`config.mk`:
```
export PLATFORM = sky130hd
export DESIGN_NAME = sik_top
export DESIGN_NICKNAME = d
export VERILOG_FILES = /design/src/core/sik_pkg.sv /design/src/core/sik_top.sv /design/src/core/sik_sync.sv
export VERILOG_INCLUDE_DIRS = /design/src /design/src/core
export SDC_FILE = /design/constraint.sdc
export NUM_CORES = 1
export LEC_CHECK = 0
export BUFFER_PORTS_ARGS = -buffer_cell sky130_fd_sc_hd__buf_2
export CAP_MARGIN = 20
export CORE_ASPECT_RATIO = 0.7
export CORE_MARGIN = 2
export CORE_UTILIZATION = 38
export DETAILED_ROUTE_END_ITERATION = 12
export HOLD_SLACK_MARGIN = 0.15
export PLACE_DENSITY = 0.65
export SETUP_SLACK_MARGIN = 0.5
export SKIP_LAST_GASP = 1
export SYNTH_ARGS = -nofsm -noshare
export SYNTH_HDL_FRONTEND = slang
export SYNTH_HIERARCHICAL = 1
export SYNTH_SLANG_ARGS = --single-unit
```
`constraint.sdc`:
```
create_clock -name REF_CLK -period 1.2 [get_ports REF_CLK]
set_input_delay 0.06 -clock REF_CLK [delete_from_list [all_inputs] [get_ports REF_CLK]]
set_output_delay 0.06 -clock REF_CLK [all_outputs]
set_load 0.01 [all_outputs]
```
`src/core/sik_map.svh`:
```
// Register offsets, field positions, reset values and timing for the interrupt block.
// Assumes inclusion by bare name from files that sit in core/.
//
// What this block does
// - Enable bit 7 lets a finished indirect register access raise the interrupt.
// - Enable bit 6 lets receiver detection raise the interrupt.
// - Enable bit 5 lets a request forwarded by the downstream receiver raise the interrupt.
// - Enable bit 0 is the master gate; the interrupt output is driven only while it is set.
// - Status bit 7 reports that an indirect register access has completed.
// - Status bit 6 reports that a downstream receiver has been detected.
// - Status bit 5 reports that the downstream receiver has forwarded an interrupt request.
// - Status bit 0 is the OR of every source flag whose enable bit is set.
// - Key-check bit 7 gives the result, 1 passed and 0 failed, valid only while bit 6 is set.
// - Key-check bit 6 is a read-only flag set when verification has finished.
// - Writing 1 to key-check bit 2 starts verification and the device clears it when done.
// - Receiver detection alone raises its source when lock is not required, else lock too.
`ifndef SIK_MAP_SVH
`define SIK_MAP_SVH

// ----------------------------------------
// Offsets
// ----------------------------------------
`define SIK_OFS_IRQ_ENABLE 8'hc6
`define SIK_OFS_IRQ_STATUS 8'hc7
`define SIK_OFS_KEY_CHECK 8'hc8

// ----------------------------------------
// Field positions
// ----------------------------------------
`define SIK_BIT_INDIRECT 7
`define SIK_BIT_RXFOUND 6
`define SIK_BIT_DOWNSTREAM 5
`define SIK_BIT_GLOBAL 0
`define SIK_BIT_PASSED 7
`define SIK_BIT_FINISHED 6
`define SIK_BIT_START 2
`define SIK_ENABLE_MASK 8'he1
`define SIK_KEY_RW_MASK 8'h23

// ----------------------------------------
// Reset values
// ----------------------------------------
`define SIK_RST_IRQ_ENABLE 8'h00
`define SIK_RST_IRQ_STATUS 8'h00
`define SIK_RST_KEY_CHECK 8'h00

// ----------------------------------------
// Timing
// ----------------------------------------
`define SIK_SYNC_STAGES 2

`endif

```
`src/core/sik_pkg.sv`:
```
// Types shared by the interrupt and key-check block.
// Assumes sik_map.svh is available for constants.
package sik_pkg;
  typedef enum logic [0:0] {CHK_IDLE, CHK_BUSY} sik_chk_state_t;
endpackage

```
`src/core/sik_top.sv`:
```
// Interrupt enable/status registers and key-store check status for the serializer.
// Assumes a register access port from the serial control bus engine on REF_CLK,
// and a key-check engine and indirect-access engine on the same clock.
`timescale 1ns/100ps
`include "sik_map.svh"
module sik_top
  import sik_pkg::*;
(
  // Clock and reset
  input wire logic REF_CLK,
  input wire logic SRST,
  // Register access port
  input wire logic [7:0] REG_ADDR,
  input wire logic REG_WR,
  input wire logic REG_RD,
  input wire logic [7:0] REG_WDATA,
  output logic [7:0] REG_RDATA,
  // Interrupt sources
  input wire logic INDIRECT_DONE,
  input wire logic RX_DETECT,
  input wire logic RX_LOCK,
  input wire logic RX_IRQ,
  input wire logic RECEIVER_FOUND_NEEDS_LOCK,
  // Interrupt to the local controller
  output logic IRQ_OUT,
  // Key-check engine
  output logic KEY_CHECK_GO,
  input wire logic KEY_CHECK_DONE,
  input wire logic KEY_CHECK_OK
);
  // ----------------------------------------
  // Pin synchronisation
  // ----------------------------------------
  logic [2:0] pins_s;
  logic det_s;
  logic lock_s;
  logic rxirq_s;

  sik_sync #(.W(3)) u_sync (
    .clk(REF_CLK),
    .srst(SRST),
    .d({RX_DETECT, RX_LOCK, RX_IRQ}),
    .q(pins_s)
  );
  assign det_s = pins_s[2];
  assign lock_s = pins_s[1];
  assign rxirq_s = pins_s[0];

  // ----------------------------------------
  // Decode
  // ----------------------------------------
  logic wr_en;
  logic wr_key;
  logic rd_stat;
  assign wr_en = REG_WR && (REG_ADDR == `SIK_OFS_IRQ_ENABLE);
  assign wr_key = REG_WR && (REG_ADDR == `SIK_OFS_KEY_CHECK);
  assign rd_stat = REG_RD && (REG_ADDR == `SIK_OFS_IRQ_STATUS);

  // ----------------------------------------
  // Enable register
  // ----------------------------------------
  logic [7:0] irq_enable_r;

  always_ff @(posedge REF_CLK) begin
    if (SRST) begin
      irq_enable_r <= `SIK_RST_IRQ_ENABLE;
    end else if (wr_en) begin
      irq_enable_r <= REG_WDATA & `SIK_ENABLE_MASK;
    end
  end

  // ----------------------------------------
  // Source flags
  // ----------------------------------------
  logic indirect_done_flag_r;
  logic receiver_found_flag_r;
  logic downstream_irq_flag_r;
  logic global_flag;

  // Completion is a pulse, so it is held until software reads status; set wins
  always_ff @(posedge REF_CLK) begin
    if (SRST) begin
      indirect_done_flag_r <= 1'b0;
    end else if (INDIRECT_DONE) begin
      indirect_done_flag_r <= 1'b1;
    end else if (rd_stat) begin
      indirect_done_flag_r <= 1'b0;
    end
  end

  // Receiver detect and forwarded requests are levels and track their source
  always_ff @(posedge REF_CLK) begin
    if (SRST) begin
      receiver_found_flag_r <= 1'b0;
      downstream_irq_flag_r <= 1'b0;
    end else begin
      receiver_found_flag_r <= det_s && (!RECEIVER_FOUND_NEEDS_LOCK || lock_s);
      downstream_irq_flag_r <= rxirq_s;
    end
  end

  assign global_flag = (indirect_done_flag_r && irq_enable_r[`SIK_BIT_INDIRECT])
    || (receiver_found_flag_r && irq_enable_r[`SIK_BIT_RXFOUND])
    || (downstream_irq_flag_r && irq_enable_r[`SIK_BIT_DOWNSTREAM]);

  logic [7:0] irq_status;
  always_comb begin
    irq_status = `SIK_RST_IRQ_STATUS;
    irq_status[`SIK_BIT_INDIRECT] = indirect_done_flag_r;
    irq_status[`SIK_BIT_RXFOUND] = receiver_found_flag_r;
    irq_status[`SIK_BIT_DOWNSTREAM] = downstream_irq_flag_r;
    irq_status[`SIK_BIT_GLOBAL] = global_flag;
  end

  // ----------------------------------------
  // Interrupt output
  // ----------------------------------------
  always_ff @(posedge REF_CLK) begin
    if (SRST) begin
      IRQ_OUT <= 1'b0;
    end else begin
      IRQ_OUT <= global_flag && irq_enable_r[`SIK_BIT_GLOBAL];
    end
  end

  // ----------------------------------------
  // Key-store check
  // ----------------------------------------
  sik_chk_state_t chk_state_r;
  logic key_check_passed_r;
  logic key_check_finished_r;
  logic [7:0] key_spare_r;
  logic start_req;
  assign start_req = wr_key && REG_WDATA[`SIK_BIT_START] && (chk_state_r == CHK_IDLE);

  // A start while busy is ignored; the running check is not restarted
  always_ff @(posedge REF_CLK) begin
    if (SRST) begin
      chk_state_r <= CHK_IDLE;
    end else begin
      unique case (chk_state_r)
        CHK_IDLE: begin
          if (start_req) begin
            chk_state_r <= CHK_BUSY;
          end
        end
        CHK_BUSY: begin
          if (KEY_CHECK_DONE) begin
            chk_state_r <= CHK_IDLE;
          end
        end
      endcase
    end
  end

  always_ff @(posedge REF_CLK) begin
    if (SRST) begin
      KEY_CHECK_GO <= 1'b0;
    end else begin
      KEY_CHECK_GO <= start_req;
    end
  end

  always_ff @(posedge REF_CLK) begin
    if (SRST) begin
      key_check_finished_r <= 1'b0;
      key_check_passed_r <= 1'b0;
    end else if (chk_state_r == CHK_BUSY && KEY_CHECK_DONE) begin
      key_check_finished_r <= 1'b1;
      key_check_passed_r <= KEY_CHECK_OK;
    end else if (start_req) begin
      key_check_finished_r <= 1'b0;
      key_check_passed_r <= 1'b0;
    end
  end

  // Reserved RW bits simply hold what software wrote
  always_ff @(posedge REF_CLK) begin
    if (SRST) begin
      key_spare_r <= `SIK_RST_KEY_CHECK;
    end else if (wr_key) begin
      key_spare_r <= REG_WDATA & `SIK_KEY_RW_MASK;
    end
  end

  logic [7:0] key_ctl;
  always_comb begin
    key_ctl = key_spare_r;
    key_ctl[`SIK_BIT_PASSED] = key_check_passed_r;
    key_ctl[`SIK_BIT_FINISHED] = key_check_finished_r;
    key_ctl[`SIK_BIT_START] = (chk_state_r == CHK_BUSY);
  end

  // ----------------------------------------
  // Read data
  // ----------------------------------------
  // One cycle read latency; unmapped offsets read zero
  always_ff @(posedge REF_CLK) begin
    if (SRST) begin
      REG_RDATA <= 8'h00;
    end else if (REG_RD) begin
      unique case (REG_ADDR)
        `SIK_OFS_IRQ_ENABLE: REG_RDATA <= irq_enable_r;
        `SIK_OFS_IRQ_STATUS: REG_RDATA <= irq_status;
        `SIK_OFS_KEY_CHECK: REG_RDATA <= key_ctl;
        default: REG_RDATA <= 8'h00;
      endcase
    end
  end
endmodule

```
`src/core/sik_sync.sv`:
```
// Two flip-flop synchroniser for pin inputs.
// Assumes the inputs are quasi-static levels from outside the REF_CLK domain.
`timescale 1ns/100ps
`include "sik_map.svh"
module sik_sync
  import sik_pkg::*;
#(
  parameter int W = 1
) (
  // Clock and reset
  input wire logic clk,
  input wire logic srst,
  // Data
  input wire logic [W-1:0] d,
  output logic [W-1:0] q
);
  logic [W-1:0] meta_r;

  // First stage is read only by the second stage
  always_ff @(posedge clk) begin
    if (srst) begin
      meta_r <= '0;
      q <= '0;
    end else begin
      meta_r <= d;
      q <= meta_r;
    end
  end
endmodule

```
* Word-level counts from Yosys, hierarchy flattened
Index checks and enable logic that the tools add are counted.
Cells by class: mux-type cells 9, equal/unequal tests 3, reductions and logical operators 17, bitwise operators 1
Operator list (number):
- == test 8 bit, second input constant | 3
- case mux 8 bit (3 select lines) | 1
- logical AND 1 bit | 11
- 2-to-1 mux 1 bit | 7
- nonzero test 2 bit | 2
- logical OR 1 bit | 3
- case mux 1 bit (2 select lines) | 1
- logical NOT 1 bit | 1
- NOT 1 bit | 1
Storage, ports and cells: input port bits 27, flip-flop bits (word level) 29, logic and storage cells 43

* Logic depth before layout (Yosys ltp)
depth in word-level cells 6, depth in mapped cells 6, mapped depth without buffers 4

* By module
Netlist, hierarchy kept.
Modules (own cells, without submodules):
- sik_top | area each 959.7 µm², instances 1, cells each 101
- sik_sync | area each 157.7 µm², instances 1, cells each 12

* Worst setup path before layout
Ideal clock, no wire load.
kind flip-flop to flip-flop, start register irq_enable_r[7], end register REG_RDATA[0], stages on the path, launching flop included 5, data required time 1067 ps, setup slack 5 ps, data arrival time 1062 ps, library setup time 133 ps, path through dfxtp_1 a222oi_1 a2111oi_1 a221oi_2 a211oi_2
On the way: word-level cells in the longest chain between the ends 4
RTL lines:
- from (decl) | RTL line sik_top.sv:62 | logic [7:0] irq_enable_r;
- from (signal assigned) | RTL line sik_top.sv:66 | irq_enable_r <= `SIK_RST_IRQ_ENABLE;
- from (signal assigned) | RTL line sik_top.sv:68 | irq_enable_r <= REG_WDATA & `SIK_ENABLE_MASK;
- logical AND 1 bit | RTL line sik_top.sv:102 | assign global_flag = (indirect_done_flag_r && irq_enable_r[`SIK_BIT_INDIRECT])
- logical OR 1 bit (2 in series) | RTL line sik_top.sv:102
- case mux 8 bit (3 select lines) | RTL line sik_top.sv:202 | unique case (REG_ADDR)
- to (signal assigned) | RTL line sik_top.sv:203 | `SIK_OFS_IRQ_ENABLE: REG_RDATA <= irq_enable_r;
- to (signal assigned) | RTL line sik_top.sv:204 | `SIK_OFS_IRQ_STATUS: REG_RDATA <= irq_status;
- to (signal assigned) | RTL line sik_top.sv:205 | `SIK_OFS_KEY_CHECK: REG_RDATA <= key_ctl;
- to (decl) | RTL line sik_top.sv:17 | output logic [7:0] REG_RDATA,
Every way passes these cells. A chain may end at the register's enable or synchronous reset.

* Worst setup path in the final report
Ends and elaborated chain as after synthesis.

==> flow_results.org <==
** Detailed routing
- Count of unresolved DRC violations after routing :: 0
- Wirelength per Cell :: 13.5 µm
- The detailed router finished its first iteration with 46 violations.
- In the routed layout, each cell is associated on average with a via count of 5.02.
- For this run, the detailed router's first-pass iteration total came to 4.
- After detailed routing, the met3 layer carries 162 µm of wire.
- Across all layers, the routed design uses 1024 vias.
- Summed over all layers, the routed wires come to 2750 µm.
- The highest metal layer carrying signal wires in the routed design is met4.
- The count of nets left with antenna violations once routing finished came out at 0.
- Met2 wirelength from detailed routing :: 1230 µm
- Met1 wire length :: 1350 µm

** Worst setup path
- Along the worst path, the maximum fanout reaches 2.
- The setup path with the least slack is of type flop to flop.
- Slowest stage cell, crit path :: sky130_fd_sc_hd__dfxtp_2
- Critical path capture point type :: flop
- CP Cell Sequence :: a222oi_1 -> buf_4 -> a2111oi_4 -> a221oi_2 -> a211oi_2
- Data on the critical path arrives at its endpoint at 1.43 ns.
- STA puts the critical path data required time at 1.36 ns.
- Startpoint type of the worst setup path :: flop
- The largest single stage delay on the critical path is 0.33 ns.

** Placed design
- Placed standard-cell area :: 1390 µm²
- The number of placed instances, taps included, is 186.
- Post-detailed-placement half-perimeter wirelength :: 1950 µm
- Worst slack after detailed placement :: -0.0850 ns
- Routability-driven placement finished with a final weighted congestion of 0.807.
- Buffers placed on the I/O ports in this run total 32.

** Layout
- Number of diodes :: 0
- Post-route cell area :: 1730 µm²
- The library cells used most frequently in the layout, excluding fill and tap cells, are 22 x sky130_fd_sc_hd__buf_2, 18 x sky130_fd_sc_hd__dfxtp_1, 15 x sky130_fd_sc_hd__buf_6, 13 x sky130_fd_sc_hd__buf_4, 10 x sky130_fd_sc_hd__nor2_1.
- Leaving out fill and tap cells, the most frequent cell in the layout is sky130_fd_sc_hd__buf_2.
- Fraction of final layout cells with drive strength greater than 1 :: 51.2%
- After the last flow step, the layout net total stands at 196.
- The area growth from synthesis to layout is 55.0%.
- For this run, the number of standard cells in the final layout without fillers is 204.

** Yosys
- After synthesis the cells add up to 1120 µm².
- Ranked by total cell area, the synthesized netlist is headed by sky130_fd_sc_hd__dfxtp_1 48%, sky130_fd_sc_hd__mux2i_1 6.3%, sky130_fd_sc_hd__nor2b_1 5.0%, sky130_fd_sc_hd__a21oi_1 3.6%, sky130_fd_sc_hd__nor2_1 3.4%.
- Sequential element share of the synthesized area :: 48.4%
- Top flip-flop cell by instance count after synthesis :: sky130_fd_sc_hd__dfxtp_1
- During synthesis, Yosys emitted a total of 6 warnings.
- Number of library cell types mapped by synthesis :: 34
- In the synthesized netlist the async set-or-reset flop fraction comes to 0%.
- Mean post-synth cell area :: 9.89 µm²
- The top cell type by area accounts for 48.4% of the synthesized area.
- sky130_fd_sc_hd__dfxtp_1 takes more of the synthesized area than any other cell.
- Yosys mapped a number of flops with a built-in enable equal to 0.
- After technology mapping, the gate count stands at 113.
- After synthesis the netlist holds a flip-flop and latch count of 27.

** CTS
- Clk slew on worst S/H paths :: 0.10 ns
- H-Tree Level Count :: 1
- For this design, the CTS-stage hold fixing added 7 buffers.
- Clk sinks :: 27
- The clock reaches the later pin of the worst-skew pair after 0.27 ns.
- TritonCTS clock tree :: built
- The cell sitting at the root of the clock tree is a sky130_fd_sc_hd__clkbuf_8.
- Worst-case clock buffer depth :: 2
- Number of clock buffers inserted by TritonCTS :: 3

** Power
- Switching Fraction :: 23.2%
- Share of power burned in combinational logic :: 11.4%
- Sequential fraction of design power :: 55.9%
- In this run the power density over the cells is 941 nW/µm².
- Reported leakage power :: 0.713 nW
- VDD sags by at most 0.627 mV.
- In this run, the clock network consumes 32.7% of the power.
- Cell-internal power :: 1.25 mW
- Power dissipated by switching net loads :: 378 µW

** STA
- The max-slew violation total from the final report came to 0.
- In the post-route analysis, the smallest setup slack over all paths is -0.0719 ns.
- The number of hold violations in the final report came to 0.
- Setup violations remaining at the end of the flow were counted as 1.
- Based on the critical path, the design can be clocked at up to 786 MHz.
- Tmin final :: 1.27 ns
- Between clock sinks in the finished design, the worst skew comes to 0.00770 ns.
- Final cycle utilization of the critical path :: 106%
- Setup repair after global routing missed its margin :: yes
- Min Hold Slack :: 0.0499 ns

** Job
- The tool flagged a number of max-cap violations equal to 0.

** Floorplanning
- Die height :: 49.4 µm
- The core region is 2800 µm².
- Floorplan die width :: 68.8 µm
- Cell Rows :: 16
- Count of pins on the block boundary :: 37
- Starting utilization of the core area :: 39.9%
- The floorplan step defined a die boundary enclosing 3400 µm².

** Global routing
- Initial antenna violation count :: 0
- Entering global routing, the biggest net connects 18 pins.
- The number of global-route vias before repair came to 903.
- The first global-routing pass estimated 4280 µm of wire.
- In the global route stage, overall resource usage came out at 17.2%.
- Overflow left after global routing :: 0

** Outcome
- Violations in the final reports :: setup timing
- The flow ran to the end, but the final reports show violations.

** Min path
- Type of the tightest min-delay check :: primary input to flop
[cell families (layout without fill, tap and decap cells)]
| kind of cell | after synthesis | count (layout) | share of synthesized area, % |
|---|---|---|---|
| buffers and inverters | 10 | 64 | 5.60 |
| DFF | 27 | 27 | 48.4 |
| other | 1 | 2 | 0.336 |
| muxes | 7 | 7 | 6.27 |
| AOI/OAI and AO/OA | 21 | 21 | 14.6 |
| and+or+nand+nor | 47 | 47 | 24.9 |
[what timing repair did]
item	CTS	global route
hold endpoints to repair	18	12
pin swaps	19	10
setup endpoints to repair	27	27
setup buffers	6	1
gates resized for setup	41	6
[metal layers]
layer	GRT usage (%)	vias to the layer above
met1	23.0	481
li1	-	513
met4	2.94	0
met3	5.54	2
met5	0	-
met2	27.4	28
[sequential cells by signal (all words and copies together) (netlist names), 3 cells and up]
register       count
REG_RDATA          6
u_sync/q           3
u_sync/meta_r      3
irq_enable_r       4
key_spare_r        3
[worst paths after layout]
kind,from,to,slack [ns],depth (start not counted)
setup reg to reg,irq_enable_r[7],REG_RDATA[0],-0.07,5
hold reg to reg,u_sync/q[0],downstream_irq_flag_r,0.45,1
hold / removal,REG_WDATA[5],key_spare_r[5],0.05,3
setup / recovery,irq_enable_r[7],REG_RDATA[0],-0.07,5
[cell type report]
type	instances	area, µm²
inverter	2	7.51
tap	36	45.0
clock inverter	1	8.76
clock buffer	3	41.3
sequential	27	554
multi-input combinational	77	608
fill	228	1070
timing repair buffer	58	467
[synth_stat cells, types with 2 or more instances]
cell,number
sky130_fd_sc_hd__nand4_1,2
sky130_fd_sc_hd__dfxtp_1,27
sky130_fd_sc_hd__a22oi_1,2
sky130_fd_sc_hd__nor2_1,10
sky130_fd_sc_hd__mux2i_1,7
sky130_fd_sc_hd__nand3_1,6
sky130_fd_sc_hd__clkbuf_1,2
sky130_fd_sc_hd__inv_1,2
sky130_fd_sc_hd__buf_4,2
sky130_fd_sc_hd__nor3b_1,3
sky130_fd_sc_hd__nand2_1,9
sky130_fd_sc_hd__a21oi_1,8
sky130_fd_sc_hd__nor2b_1,9
sky130_fd_sc_hd__o2bb2ai_1,2
sky130_fd_sc_hd__buf_6,2
sky130_fd_sc_hd__buf_2,2
[worst max-delay path, delay by kind of cell, from the launching register on]
family | cells | cell delay, ns
compound gates | 4 | 0.64
flops | 1 | 0.33
buf+inv | 1 | 0.19
[stage by stage]
step / utilization (%) / setup TNS [ns] / total power, mW
after floorplan: - / 0 / 1.00
after global placement: 49.5 / -0.0568 / 1.06
after detailed placement: 49.5 / -0.107 / 1.07
after CTS: 60.7 / -0.0662 / 1.64
after global routing: 61.8 / -0.156 / 1.72
final: 61.8 / -0.0719 / 1.63
[power by group through the flow]
stage,sequential [mW],clock (mW),combinational (mW)
after floorplan,0.933,0,0.0685
after global placement,0.933,0,0.129
after detailed placement,0.934,0,0.133
after CTS,0.911,0.553,0.179
after global routing,0.913,0.604,0.202
final,0.911,0.533,0.185
Note: power is estimated with default switching activity, not from simulation.
